## config.mk

```make
export PLATFORM = sky130hd
export DESIGN_NAME = silm_line_map
export DESIGN_NICKNAME = d
export VERILOG_FILES = /design/src/silm_pkg.sv /design/src/silm_target_timer.sv /design/src/silm_line_map.sv
export SDC_FILE = /design/constraint.sdc
export NUM_CORES = 1
export LEC_CHECK = 0
export BUFFER_PORTS_ARGS = -buffer_cell sky130_fd_sc_hd__buf_2
export CORE_MARGIN = 10
export CORE_UTILIZATION = 51
export CTS_CLUSTER_SIZE = 25
export DETAILED_ROUTE_END_ITERATION = 6
export GPL_ROUTABILITY_DRIVEN = 0
export PLACE_DENSITY = 0.78
export SYNTH_ARGS = -nofsm -noshare
export SYNTH_HDL_FRONTEND = slang
export SYNTH_SLANG_ARGS = --single-unit
```

## constraint.sdc

```tcl
create_clock -name sys_clk -period 2.15 [get_ports sys_clk]
set_clock_uncertainty 0.1 [all_clocks]
set_input_delay 0.215 -clock sys_clk [delete_from_list [all_inputs] [get_ports sys_clk]]
set_output_delay 0.215 -clock sys_clk [all_outputs]
set_load 0.01 [all_outputs]
```

## src/silm_pkg.sv

```systemverilog
// constants shared by the interrupt line mapper and its target timer
// assumes a single 100 MHz system clock and an active-high reset
package silm_pkg;

    // clock and base time reference
    localparam int unsigned CLK_PERIOD_NS = 10;
    localparam int unsigned BASE_TICK_NS = 625000; // 625 us base reference
    localparam int unsigned BASE_TICK_CYCLES = BASE_TICK_NS / CLK_PERIOD_NS;
    localparam int BASE_CNT_W = 17;

    // gross timer resolution in base ticks
    localparam logic [3:0] GROSS_PRESCALE_LAST = 4'hF; // 16 base ticks

    // interrupt line numbers
    localparam int LINE_COUNT = 7;
    localparam int LINE_WAKEUP = 0;
    localparam int LINE_RADIO = 1;
    localparam int LINE_RSVD_A = 2;
    localparam int LINE_RSVD_B = 3;
    localparam int LINE_RFCAL = 4;
    localparam int LINE_ARBITER = 5;
    localparam int LINE_CRYPTO = 6;

    // sub-source bit positions of the combined radio line
    localparam int SRC_COUNT = 9;
    localparam int SRC_FINE = 0;
    localparam int SRC_GROSS = 1;
    localparam int SRC_TICK = 2;
    localparam int SRC_SLEEP_END = 3;
    localparam int SRC_FAULT = 4;
    localparam int SRC_RX = 5;
    localparam int SRC_EVENT = 6;
    localparam int SRC_LINK_CRYPT = 7;
    localparam int SRC_SW = 8;

    // target timer width and reset values
    localparam int TIMER_W = 16;
    localparam logic [TIMER_W-1:0] TIMER_RST = 16'h0000;
    localparam logic [SRC_COUNT-1:0] SRC_RST = 9'h000;
    localparam logic [LINE_COUNT-1:0] LINE_RST = 7'h00;
    localparam logic [2:0] PRES_LINE_RST = 3'h0;

    // target timer states
    typedef enum logic [1:0] {
        SILM_TMR_IDLE = 2'b01,
        SILM_TMR_RUN = 2'b10
    } silm_tmr_state_t;

endpackage

```

## src/silm_target_timer.sv

```systemverilog
// down counter of base or gross time units that pulses once when it expires
// assumes tick is a one-cycle pulse synchronous to sys_clk
module silm_target_timer
    import silm_pkg::*;
(
    input wire logic sys_clk, // system clock
    input wire logic sys_rst, // async reset, active high
    input wire logic tick, // one unit of time elapsed
    input wire logic load, // arm the timer with loadValue
    input wire logic [TIMER_W-1:0] loadValue, // units until expiry
    output logic expired // one-cycle expiry pulse
);

    typedef struct packed {
        silm_tmr_state_t state;
        logic [TIMER_W-1:0] count;
        logic expired;
    } silm_tmr_regs_t;

    silm_tmr_regs_t st_r;
    silm_tmr_regs_t st_nxt;

    // a load always wins, so software can re-arm a running timer
    always_comb begin
        st_nxt = st_r;
        st_nxt.expired = 1'b0;
        case (st_r.state)
            SILM_TMR_IDLE: begin
                if (load) begin
                    st_nxt.count = loadValue;
                    st_nxt.state = SILM_TMR_RUN;
                end
            end
            SILM_TMR_RUN: begin
                if (load) begin
                    st_nxt.count = loadValue;
                end else if (tick) begin
                    // zero or one left: expire on this unit
                    if (st_r.count <= 16'h0001) begin
                        st_nxt.expired = 1'b1;
                        st_nxt.count = TIMER_RST;
                        st_nxt.state = SILM_TMR_IDLE;
                    end else begin
                        st_nxt.count = st_r.count - 16'h0001;
                    end
                end
            end
            default: begin
                st_nxt.state = SILM_TMR_IDLE;
                st_nxt.count = TIMER_RST;
            end
        endcase
    end

    // state register
    always_ff @(posedge sys_clk or posedge sys_rst) begin
        if (sys_rst) begin
            st_r <= '{state: SILM_TMR_IDLE, count: TIMER_RST, expired: 1'b0};
        end else begin
            st_r <= st_nxt;
        end
    end

    assign expired = st_r.expired;

endmodule // silm_target_timer

```

## src/silm_line_map.sv

```systemverilog
// maps on-chip event sources onto processor interrupt lines 0 to 6
// assumes all inputs are synchronous to sys_clk; event inputs are pulses
// timing at the ports
// - every line output comes from a flip-flop
// - level lines 0, 4, 5 and 6 follow their inputs one edge later
// - line 1 shows a radio source on the edge that sets it
// - firstLine and firstLineValid lag irqLine by one more edge
// - radioSrcPending bits stay set until their clear bit is seen
// - a set and a clear in one cycle leave the bit set
//
// base time reference
// - a free-running counter makes a one-cycle tick
// - the tick period is BASE_TICK_LEN system clock cycles
// - the counter does not stop in sleep, so timers stay aligned
// - only the tick source itself is held off while asleep
// - a four-bit prescaler makes the gross unit from sixteen ticks
// - the prescaler runs from reset and is not touched by a load
// - so the first gross unit after a load may be short
//
// target timers
// - fine and gross timers share one small counter module
// - a load re-arms a timer at once, even while it runs
// - a target of zero or one expires on the next unit
// - the expiry pulse is registered inside the timer
// - the pending bit follows one edge after that pulse
//
// end of sleep
// - the sleeping level is kept from the previous edge
// - a high-to-low step sets the end-of-sleep source
// - the kept level resets low, so a pin that idles high
//   right after reset gives no false end of sleep
//
// sticky radio sources
// - all pulse inputs are single-cycle and synchronous
// - link AES and CCM completions share one source bit
// - software clears each bit by its own clear line
// - a clear held high blocks nothing that sets in that cycle
//
// reserved lines
// - lines 2 and 3 are tied low in the registered copy
// - they never glitch, as they come from flip-flops too
//
// presented line hint
// - the lowest set line number is worked out each cycle
// - it is taken from the registered lines, not the inputs
// - this costs one cycle but keeps the priority logic
//   off the input paths
// - with no line set the hint reads line 0 and valid low
//
// limitations
// - pulses shorter than one clock cycle are not seen
// - line 7 and above are not produced here
// - the processor's own priority levels are not modelled
//
// reset
// - asynchronous, active high, all state to its reset value
// - inputs may be driven from the first edge after release
module silm_line_map
    import silm_pkg::*;
#(
    parameter int unsigned BASE_TICK_LEN = BASE_TICK_CYCLES // cycles/tick
) (
    input wire logic sys_clk, // system clock, 100 MHz
    input wire logic sys_rst, // async reset, active high
    input wire logic radioSleepWakeupReq, // radio asks to wake system
    input wire logic radioSleeping, // level, radio core in sleep
    input wire logic fineLoad, // arm fine target timer
    input wire logic [TIMER_W-1:0] fineTarget, // fine units to expiry
    input wire logic grossLoad, // arm gross target timer
    input wire logic [TIMER_W-1:0] grossTarget, // gross units to expiry
    input wire logic radioFault, // pulse, bad behaviour seen
    input wire logic radioRxDone, // pulse, packet received
    input wire logic radioEventEnd, // pulse, radio event over
    input wire logic linkAesDone, // pulse, link AES finished
    input wire logic linkCcmDone, // pulse, link CCM finished
    input wire logic software_request_event, // pulse, software request
    input wire logic [SRC_COUNT-1:0] radioSrcClear, // per-source clears
    input wire logic rfCalIrq, // level, RF calibration
    input wire logic arbiterIrq, // level, bus arbiter
    input wire logic aesHashIrq, // level, AES or hash done
    input wire logic eccIrq, // level, curve engine
    output logic [LINE_COUNT-1:0] irqLine, // lines 0..6 to processor
    output logic [SRC_COUNT-1:0] radioSrcPending, // radio sources held
    output logic firstLineValid, // some line active
    output logic [2:0] firstLine // lowest active line number
);

    typedef struct packed {
        logic [BASE_CNT_W-1:0] baseCnt;
        logic baseTick;
        logic [3:0] grossPre;
        logic sleepPrev;
        logic [SRC_COUNT-1:0] pend;
        logic [LINE_COUNT-1:0] lines;
        logic presValid;
        logic [2:0] presLine;
    } silm_map_regs_t;

    silm_map_regs_t st_r;
    silm_map_regs_t st_nxt;
    logic grossTick;
    logic fineExpired;
    logic grossExpired;
    logic [SRC_COUNT-1:0] srcSet;

    // lowest set line number; gives the index only, valid is a separate OR
    function automatic logic [2:0] silm_lowest(
        input logic [LINE_COUNT-1:0] v
    );
        logic [2:0] idx;
        idx = PRES_LINE_RST;
        for (int i = LINE_COUNT - 1; i >= 0; i--) begin
            if (v[i]) begin
                idx = 3'(i);
            end
        end
        return idx;
    endfunction

    // gross unit ends on the 16th base tick
    assign grossTick = st_r.baseTick && (st_r.grossPre == GROSS_PRESCALE_LAST);

    silm_target_timer u_fine (
        .sys_clk(sys_clk),
        .sys_rst(sys_rst),
        .tick(st_r.baseTick),
        .load(fineLoad),
        .loadValue(fineTarget),
        .expired(fineExpired)
    );

    silm_target_timer u_gross (
        .sys_clk(sys_clk),
        .sys_rst(sys_rst),
        .tick(grossTick),
        .load(grossLoad),
        .loadValue(grossTarget),
        .expired(grossExpired)
    );

    // events that set a radio sub-source this cycle
    always_comb begin
        srcSet = SRC_RST;
        srcSet[SRC_FINE] = fineExpired;
        srcSet[SRC_GROSS] = grossExpired;
        srcSet[SRC_TICK] = st_r.baseTick && !radioSleeping;
        srcSet[SRC_SLEEP_END] = st_r.sleepPrev && !radioSleeping;
        srcSet[SRC_FAULT] = radioFault;
        srcSet[SRC_RX] = radioRxDone;
        srcSet[SRC_EVENT] = radioEventEnd;
        srcSet[SRC_LINK_CRYPT] = linkAesDone || linkCcmDone;
        srcSet[SRC_SW] = software_request_event;
    end

    // next-state logic for ticks, sticky sources and lines
    always_comb begin
        st_nxt = st_r;
        // base reference keeps running in sleep so timers stay aligned
        st_nxt.baseTick = 1'b0;
        if (st_r.baseCnt == BASE_CNT_W'(BASE_TICK_LEN - 1)) begin
            st_nxt.baseCnt = '0;
            st_nxt.baseTick = 1'b1;
        end else begin
            st_nxt.baseCnt = BASE_CNT_W'(st_r.baseCnt + 1'b1);
        end
        if (st_r.baseTick) begin
            st_nxt.grossPre = 4'(st_r.grossPre + 4'h1);
        end
        st_nxt.sleepPrev = radioSleeping;
        // a set in the clearing cycle is kept
        st_nxt.pend = (st_r.pend & ~radioSrcClear) | srcSet;
        st_nxt.lines = LINE_RST;
        st_nxt.lines[LINE_WAKEUP] = radioSleepWakeupReq;
        st_nxt.lines[LINE_RADIO] = |st_nxt.pend;
        st_nxt.lines[LINE_RSVD_A] = 1'b0;
        st_nxt.lines[LINE_RSVD_B] = 1'b0;
        st_nxt.lines[LINE_RFCAL] = rfCalIrq;
        st_nxt.lines[LINE_ARBITER] = arbiterIrq;
        st_nxt.lines[LINE_CRYPTO] = aesHashIrq || eccIrq;
        // presented line tracks the registered lines, one cycle later
        st_nxt.presValid = |st_r.lines;
        st_nxt.presLine = silm_lowest(st_r.lines);
    end

    // state register
    always_ff @(posedge sys_clk or posedge sys_rst) begin
        if (sys_rst) begin
            st_r <= '{baseCnt: '0, baseTick: 1'b0, grossPre: 4'h0,
                      sleepPrev: 1'b0, pend: SRC_RST, lines: LINE_RST,
                      presValid: 1'b0, presLine: PRES_LINE_RST};
        end else begin
            st_r <= st_nxt;
        end
    end

    assign irqLine = st_r.lines;
    assign radioSrcPending = st_r.pend;
    assign firstLineValid = st_r.presValid;
    assign firstLine = st_r.presLine;

endmodule // silm_line_map

```

Yosys cells after proc, flatten, opt, wreduce, memory -nomap -nowiden
Index checks and enable logic that the tools add are counted.
W data, S select, Z words.
Storage, ports and cells
  output and inout port bits: 20
  register bits: 79
Cells by class
  $add $sub $neg: 4
  eq/ne operators: 16
  reduce and logical (&&, ||, !) cells: 12
  bitwise gates (word level): 3
  order comparisons: 2
  mux-type cells: 27
Operators by type and width (count)
  $pmux W18 S2: 2
  $mux W16: 4
  $mux W19: 2
  $mux W18: 2
  $le A16 B1 Y1 const B: 2
  $sub A16 B1 Y16 const B: 2
  $add A17 B1 Y17 const B: 1
  $eq A17 B16 Y1 const B: 1
  $mux W17: 1
  $mux W3: 5
  $ne A2 B2 Y1 const B: 6
  $and A9 B9 Y9: 1
  $not A9 Y9: 1
  $or A9 B9 Y9: 1
  $reduce_or A9 Y1: 1
  $mux W2: 4
  $reduce_and A4 Y1: 2
  $mux W1: 7
  $ne A3 B3 Y1 const B: 2
  $reduce_or A5 Y1: 1
  $add A4 B1 Y4 const B: 1
  $eq A2 B1 Y1 const B: 2
  $eq A2 B2 Y1 const B: 2
  $eq A4 B4 Y1 const B: 1
  5 further kinds: 10

Depth between registers and ports, before layout
Gate-level depths: netlist (run 1).
  word-level depth: 5
  gate-level depth with buffers: 8
  mapped depth without buffers: 7

Hierarchy
Synthesis (run 1) repeated with hierarchy kept, for this count alone.
Second synthesis, totals
  cell total of the unflattened synthesis: 438
  area, all modules: 4369.2 um^2
Modules (own cells, without submodules)
  silm_target_timer: area an instance 1288.7 um^2, cells each 138, times used 2
  silm_line_map: area an instance 1791.7 um^2, cells each 162, times used 1

Least setup slack after synthesis (run 1)
OpenSTA, ideal clock, no wires.
  path type: register -> register
  start point: register u_gross.st_r[17] in the netlist's numbering
  end point: register u_gross.st_r[15] in the netlist's numbering
  buffers on the path: 0
  data arrival time: 2.048 ns
  setup slack: -0.101 ns
  stages on the path, launching flop included: 8
  data required time: 1.946 ns
  path through: dfstp_2 -> inv_1 -> ha_1 -> or3b_1 -> or3_1 -> a221oi_1 -> o21ai_1 -> o311ai_1
On the way
  longest elaborated chain between the ends: 3
  elaborated cells on any way between the ends: 6
  those cells by class: eq/ne (4); mux (1); reduce/logical (1)
Ends and longest elaborated chain
  start, declared: line silm_target_timer.sv:20  | silm_tmr_regs_t st_r;
  start signal, assigned: line silm_target_timer.sv:58  | st_r <= '{state: SILM_TMR_IDLE, count: TIMER_RST, expired: 1'b0};
  start signal, assigned: line silm_target_timer.sv:60  | st_r <= st_nxt;
  $eq A2 B2 Y1 or $eq A2 B1 Y1 (tied branches): line silm_target_timer.sv:27  | case (st_r.state)
  $ne A3 B3 Y1 (no line) or $ne A2 B2 Y1 (tied branches)
  $reduce_and A2 Y1 (no line)
Several ways; a longest one is shown, not always the timed one.
A chain may end at the register's enable or synchronous reset.

Final worst setup path (run 1)
Same ends and word-level chain as after synthesis.

==> results.txt, run 1 <==
min-delay src = fineTarget[0]
Reg2Reg Depth = 7
Inserted Clock Buffers = 9
core area = 0.00830 sq mm
reg-to-reg startpoint = u_gross.st_r[17]
critical path's largest stage delay = 0.55 ns
synthesized area = 0.00438 sq mm
Max Root-Sink Buffers = 2
chip width = 113 microns
Slew Limit Fails = 0
Pleak = 2.67 nW
H-tree depth = 3
headroom to the max-slew limit = 0.608
Highest Clock Rate = 0.460 GHz
number of global-route vias before repair = 4002
cell family with most CP delay = simple AND/OR/NAND/NOR gates
post-synthesis compound-gate area fraction = 0.172
first-pass GRT wire length = 18.5 mm
Slowest cell on crit path = dfstp_2
Setup TNS = -0.0258 ns
Sw Ratio = 0.434
EDFF count, synth = 0
die height = 113 microns
row count = 33
Ports = 77
failing checks = negative setup slack
outcome = finished with violations
R2R Setup Slk = -0.03 ns
Cell Chain, Critical Path = inv_2 > ha_4 > or3b_4 > or3_4 > a221oi_2 > o21ai_1 > o311ai_1
First-pass DRT Iterations = 5
Post-Synthesis Mean Instance Area = 9.66 sq um
# fillers = 633
total placed instance area = 0.00492 sq mm
gr usage total = 0.172
minimum clock period = 2.18 ns
proportion of synthesized area in mux cells = 0.00257
crit-path max FO = 3
post-synthesis simple-gate area fraction = 0.228
Detail Placement HPWL = 7.93 mm
RSZ-0062 raised after global routing = yes
Data arrival, critical path = 2.33 ns
P_sw = 0.00309 W
Finished Cell Area = 0.00571 sq mm
largest net degree at the start of global routing = 30
Initial Util = 0.527
Syn-to-layout area delta = 30.6%
Hold Crit Class = input pin to register
CP Class = register to register
FF+latch count, synth = 79
final worst path period share = 1.01
synth unique cells = 68
Clock transition at path regs = 0.09 ns
Die ar. = 0.0127 sq mm
endpoint type of the worst setup path = register
Yosys warnings = 0
adder-cell area share of the yosys netlist = 0.0286
drt initial violations = 266
Comb pwr share = 0.531
setup violators final = 1
post-route total power = 0.00713 W
Port Buffers = 74
peak supply drop = 0.638 mV
final WL = 11.5 mm
layout cells sized above 1 = 0.314
CTS tree = yes
final hold slack = 0.0164 ns
antenna-violating nets left = 0
clock power share = 0.173
RR Endpoint = u_gross.st_r[15]
commonest cells after routing, fill and taps aside = buf_2, dfrtp_1, nor2_1, buf_4, dlygate4sd3_1
initial antenna violation count = 1
CP bufs+invs = 1
Gate Count Post-Synth = 453
internal power = 0.00404 W
Seq/Total Area, Yosys = 0.452
via count = 3956
Synth Flop Type = dfrtp_1
PD cells = 1250 mW/mm^2
final net count = 642
DR DRC count = 0
Seq pwr share = 0.296
slew at the pin with the worst max-slew slack = 0.587 ns
hold path depth = 3
vias per inst = 5.77
largest family of logic cells by synthesized area = simple AND/OR/NAND/NOR gates
Setup crit start kind = register
Final Hold Fails = 0
final setup margin = -0.0258 ns
Non-Filler Instances = 686
CTS root buf = clkbuf_8
number of max-cap violations = 0
async set or reset register ratio after synthesis = 1.00
Required @ worst endpoint = 2.30 ns
most common cell after layout, fill and taps aside = buf_2
Post-Synth XOR/XNOR Area = 0.0420
total gr overflow = 0
Sink Count = 79
Hold Path End = u_fine.st_r[1]
Critical Path Source = u_gross.st_r[17]
wire per inst = 16.7 microns
Cells after DPL = 629
clk_lat worst skew = 0.35 ns
[cell type report]
cell class | instances | area [sq um] | area share
Sequential cell | 79 | 1980 | 0.347
Clock buffer | 10 | 128 | 0.0223
Tap cell | 105 | 131 | 0.0230
Timing Repair Buffer | 145 | 1020 | 0.178
Antenna cell | 1 | 2.50 | 0.000438
Inverter | 26 | 101 | 0.0177
Multi-Input combinational cell | 314 | 2260 | 0.395
Clock inverter | 6 | 92.6 | 0.0162
[power groups by stage]
stage / combinational (W) / sequential, W / clock [W]
floorplan: 0.00229 / 0.00201 / 0
global placement: 0.00312 / 0.00206 / 0
detailed placement: 0.00320 / 0.00208 / 0
CTS: 0.00335 / 0.00206 / 0.00127
global route: 0.00412 / 0.00215 / 0.00133
finish: 0.00379 / 0.00211 / 0.00123
[cells in the mapped netlist (3+ instances only)]
| cell type | number | share of area |
|---|---|---|
| a2111oi_0 | 3 | 0.0060 |
| a211oi_1 | 3 | 0.0051 |
| a21o_1 | 14 | 0.024 |
| a21oi_1 | 8 | 0.0092 |
| a221o_1 | 9 | 0.021 |
| a22oi_1 | 8 | 0.014 |
| and2_1 | 3 | 0.0043 |
| and3_1 | 3 | 0.0043 |
| and4_1 | 4 | 0.0080 |
| buf_2 | 3 | 0.0034 |
| buf_4 | 22 | 0.038 |
| clkbuf_1 | 9 | 0.0077 |
| dfrtp_1 | 77 | 0.44 |
| ha_1 | 10 | 0.029 |
| inv_1 | 26 | 0.022 |
| nand2_1 | 28 | 0.024 |
| nand2b_1 | 7 | 0.010 |
| nand3_1 | 16 | 0.018 |
| nand4_1 | 6 | 0.0086 |
| nor2_1 | 38 | 0.033 |
| nor2b_1 | 3 | 0.0043 |
| nor3_1 | 22 | 0.025 |
| nor3_2 | 3 | 0.0069 |
| nor3b_1 | 4 | 0.0069 |
| nor4_1 | 9 | 0.013 |
| o211ai_1 | 4 | 0.0069 |
| o21ai_0 | 17 | 0.019 |
| o21ai_1 | 15 | 0.017 |
| o22ai_1 | 3 | 0.0043 |
| o311ai_1 | 4 | 0.0080 |
| o41ai_1 | 3 | 0.0060 |
| or3_1 | 5 | 0.0071 |
| or4_1 | 6 | 0.010 |
| xnor2_1 | 10 | 0.020 |
| xor2_1 | 11 | 0.022 |
[logic make-up (layout without fill, tap and decap cells)]
kind of cell | after synthesis | in the layout
AOI/OAI and AO/OA | 105 | 105
xor gates and xnor gates | 21 | 21
adders and majority gates | 10 | 10
buffers and inverters | 61 | 187
DFF | 79 | 79
muxes | 1 | 1
other | 1 | 3
and+or+nand+nor | 175 | 175
[worst max path at each step]
stage / slack [ns] / cells after the start / end
2_1_floorplan: 0.002 / 7 / u_gross.st_r[15]
3_3_place_gp: -0.02 / 6 / u_fine.st_r[13]
3_5_place_dp: -0.09 / 7 / u_gross.st_r[15]
4_1_cts: -0.02 / 7 / u_gross.st_r[15]
5_1_grt: -0.09 / 6 / u_fine.st_r[8]
6_report: -0.03 / 7 / u_gross.st_r[15]
[per-layer routing]
metal | vias to the layer above | wire (microns) | track usage
met5 | - | 0 | 0
met4 | 0 | 201 | 0.0584
met3 | 18 | 673 | 0.0479
met2 | 136 | 5920 | 0.293
met1 | 1929 | 4670 | 0.202
li1 | 1873 | - | -
[worst min-delay path: stages]
cell and delay [ns]:
buf_2 0.08, a22oi_1 0.05, o21ai_0 0.08
[sequential cells by signal (all words and copies together), names as in the netlist]
signal	cells
u_gross.expired	1
irqLine	5
u_gross.st_r	18
firstLineValid	1
u_fine.expired	1
radioSrcPending	9
st_r	23
firstLine	3
u_fine.st_r	18
[what timing repair did]
item	in CTS	in global routing
hold endpoints to repair	54	1
hold buffers	31	1
gates resized for setup	6	33
buffers inserted	1	7
pin swaps	0	13
setup endpoints to repair	23	26
[through the flow]
stage	worst slack [ns]	util
final	-0.0258	0.689
after CTS	-0.0234	0.662
after global routing	-0.0875	0.689
after floorplan	0.00216	-
after global placement	-0.0236	0.593
after detailed placement	-0.0882	0.593
Note: power is estimated with default switching activity, not from simulation.
==> inputs of run 2 (changes only) <==
--- a/config.mk
+++ b/config.mk
@@ -12,6 +12,8 @@
 export DETAILED_ROUTE_END_ITERATION = 6
 export GPL_ROUTABILITY_DRIVEN = 0
 export PLACE_DENSITY = 0.78
+export SLEW_MARGIN = 10
 export SYNTH_ARGS = -nofsm -noshare
 export SYNTH_HDL_FRONTEND = slang
+export SYNTH_HIERARCHICAL = 1
 export SYNTH_SLANG_ARGS = --single-unit
==> run 2 against run 1 <==
- synthesized area decreased by 0.14%
- utilization shrank 2.0 points
- the flow finishes with violations (design-rule violations)
- critical path type unchanged
- first-iteration DRC count grew 32%
- count of clock-buffer cells in the layout decreased by 1
- critical endpoint is now u_fine/st_r[11]
==> results.txt, run 2 <==
total gr overflow = 0 (unchanged)
Ports = 77 (unchanged)
Detail Placement HPWL = 7.79 mm (was 7.93 mm)
Seq/Total Area, Yosys = 0.453 (was 0.452)
core area = 0.00826 sq mm (was 0.00830 sq mm)
endpoint type of the worst setup path = register (unchanged)
Pleak = 2.58 nW (was 2.67 nW)
crit-path max FO = 4 (was 3)
Highest Clock Rate = 0.475 GHz (was 0.460 GHz)
Post-Synthesis Mean Instance Area = 9.98 sq um (was 9.66 sq um)
Gate Count Post-Synth = 438 (was 453)
synthesized area = 0.00437 sq mm (was 0.00438 sq mm)
CTS root buf = clkbuf_8 (unchanged)
Cells after DPL = 619 (was 629)
Slowest cell on crit path = dfstp_2 (unchanged)
final WL = 11.4 mm (was 11.5 mm)
commonest cells after routing, fill and taps aside = dfrtp_1, buf_2, nand2_1 (was buf_2, dfrtp_1, nor2_1, buf_4, dlygate4sd3_1)
outcome = finished with violations (unchanged)
Yosys top cell by area = dfrtp_1 (unchanged)
final worst path period share = 0.980 (was 1.01)
H-tree depth = 3 (unchanged)
Inserted Clock Buffers = 9 (unchanged)
ant diodes = 0 (was 1)
Clock transition at path regs = 0.09 ns (about the same)
Data arrival, critical path = 2.30 ns (was 2.33 ns)
Setup TNS = 0 ns (was -0.0258 ns)
headroom to the max-slew limit = 0.481 (was 0.608)
RSZ-0062 raised after global routing = yes (unchanged)
RR Endpoint = u_fine/st_r[11] (was u_gross.st_r[15])
Synth Flop Type = dfrtp_1 (unchanged)
cell family with most CP delay = simple AND/OR/NAND/NOR gates (unchanged)
first-pass GRT wire length = 18.6 mm (was 18.5 mm)
Largest register FFs = 23 (unchanged)
CP bufs+invs = 1 (unchanged)
Finished Cell Area = 0.00552 sq mm (was 0.00571 sq mm)
number of global-route vias before repair = 3805 (was 4002)
min-delay src = fineTarget[6] (was fineTarget[0])
synth unique cells = 60 (was 68)
initial antenna violation count = 0 (was 1)
Non-Filler Instances = 673 (was 686)
via count = 3900 (was 3956)
Critical path destination = u_fine/st_r[11] (was u_gross.st_r[15])
Critical Path Source = u_fine/st_r[17] (was u_gross.st_r[17])
Hold Crit Class = input pin to register (unchanged)
row count = 33 (unchanged)
Setup crit start kind = register (unchanged)
layout cells sized above 1 = 0.294 (was 0.314)
post-route total power = 0.00649 W (was 0.00713 W)
Initial Util = 0.529 (was 0.527)
setup violators final = 0 (was 1)
Sink Count = 79 (unchanged)
Yosys warnings = 6 (was 0)
gr usage total = 0.172 (about the same)
Syn-to-layout area delta = 26.4% (was 30.6%)
EDFF count, synth = 0 (unchanged)
R2R Setup Slk = 0.04 ns (was -0.03 ns)
final hold slack = 0.00971 ns (was 0.0164 ns)
CP Class = register to register (unchanged)
First-pass DRT Iterations = 7 (was 5)
Die ar. = 0.0127 sq mm (about the same)
top cells by area, synth = dfrtp_1, ha_1, buf_4 (was dfrtp_1, buf_4, nor2_1)
total placed instance area = 0.00491 sq mm (was 0.00492 sq mm)
peak supply drop = 0.938 mV (was 0.638 mV)
Reg2Reg Depth = 7 (unchanged)
Max Root-Sink Buffers = 2 (unchanged)
FF+latch count, synth = 79 (unchanged)
clk_lat worst skew = 0.36 ns (was 0.35 ns)
minimum clock period = 2.11 ns (was 2.18 ns)
critical path's largest stage delay = 0.56 ns (was 0.55 ns)
Port Buffers = 74 (unchanged)
final net count = 632 (was 642)
path length in cells of the critical path = 7 (unchanged)
async set or reset register ratio after synthesis = 1.00 (unchanged)
drt initial violations = 350 (was 266)
number of max-cap violations = 0 (unchanged)
Synth top cells by count = dfrtp_1, nand2_1, inv_1, nor2_1, buf_4 (was dfrtp_1, nor2_1, nand2_1)
reg-to-reg startpoint = u_fine/st_r[17] (was u_gross.st_r[17])
failing checks = design-rule violations (was negative setup slack)
wire per inst = 16.9 microns (was 16.7 microns)
area share of the largest cell type after synthesis = 0.441 (was 0.440)
vias per inst = 5.79 (was 5.77)
Largest Register = st_r (unchanged)
chip width = 113 microns (about the same)
CTS tree = yes (unchanged)
slew at the pin with the worst max-slew slack = 0.778 ns (was 0.587 ns)
Cell Chain, Critical Path = inv_1 > ha_1 > nand4bb_4 > nor2_2 > o2111ai_2 > or3_1 > nand3_1 (was inv_2 > ha_4 > or3b_4 > or3_4 > a221oi_2 > o21ai_1 > o311ai_1)
die height = 113 microns (about the same)
Regs by FF count = st_r: 23 flops, u_fine/st_r: 18 flops, u_gross/st_r: 18 flops (was st_r: 23 flops, u_fine.st_r: 18 flops, u_gross.st_r: 18 flops)
DR DRC count = 2 (was 0)
Final Hold Fails = 0 (unchanged)
PD cells = 1180 mW/mm^2 (was 1250 mW/mm^2)
most frequent cell after synthesis = dfrtp_1 (unchanged)
largest net degree at the start of global routing = 37 (was 30)
Slew Limit Fails = 0 (unchanged)
antenna-violating nets left = 0 (unchanged)
Required @ worst endpoint = 2.35 ns (was 2.30 ns)
most common cell after layout, fill and taps aside = dfrtp_1 (was buf_2)
[run 2: cell count changes in the layout (fill, tap and decap cells not counted), sizes merged, moves of 6 or more]
cell	change
xor2	-7
buf	-6
nand2	+6
a221o	-7
o31ai	+9
a21oi	+6
nor3	-7
a22oi	+7
inv	+9
o21ai	-16
a21o	-6
[run 2: repair_timing]
item | CTS | global route
hold buffers | 32 | 0
endpoints found under the setup margin | 0 | 20
buffers inserted | 0 | 6
hold endpoints to repair | 71 | 0
gates resized for setup | 0 | 11
[run 2: worst min path at each step]
stage	endpoint	cells past startpoint
CTS	u_gross/st_r[2]	2
floorplan	u_fine/expired	1
finish	u_fine/st_r[7]	3
global placement	st_r[25]	2
global route	u_gross/st_r[2]	2
detailed placement	st_r[25]	2
[run 2: metal layers]
layer  track usage  vias to the layer above  share of wire
met5             0                        -              0
met3        0.0367                       22          0.054
met4        0.0651                        0          0.022
met2         0.278                      153           0.48
li1              -                     1839              -
met1         0.219                     1886           0.44
[run 2: worst reg2reg max path: cells and delay by family, from the launching register on]
kind	cells	cell delay, ns
simple gates	4	0.82
flops	1	0.56
fa+ha+maj	1	0.32
compound gates	1	0.20
buf+inv	1	0.05
[run 2: cell families (layout without fill, tap and decap cells)]
group                      count (synthesis)  count (layout)  synth area share
buffers and inverters                     60             189            0.0693
AOI/OAI and AO/OA                        106             106             0.189
muxes                                      3               3           0.00945
other                                      1               2          0.000858
adders and majority gates                 12              12            0.0344
and+or+nand+nor                          159             159             0.208
DFF                                       79              79             0.453
xor gates and xnor gates                  18              18            0.0361
[run 2: per-stage QoR]
step,utilization,worst slack [ns]
finish,0.669,0.0434
global route,0.669,-0.0754
CTS,0.658,0.00997
detailed placement,0.594,0.0149
global placement,0.594,0.108
floorplan,-,0.0350
[run 2: area by class of cell]
class / instances / area, sq um
inverters: 34 / 128
flip-flops and latches: 79 / 1980
repair buffers: 139 / 938
well taps: 105 / 131
fillers: 650 / 2730
multi-input cells: 300 / 2140
clock inverters: 7 / 80.1
clock buffers: 9 / 124
[run 2: where the power goes]
part / internal [W] / total (W) / switching (W)
combinational: 0.00135 / 0.00327 / 0.00192
clock: 0.000548 / 0.00115 / 0.000603
sequential: 0.00174 / 0.00207 / 0.000332
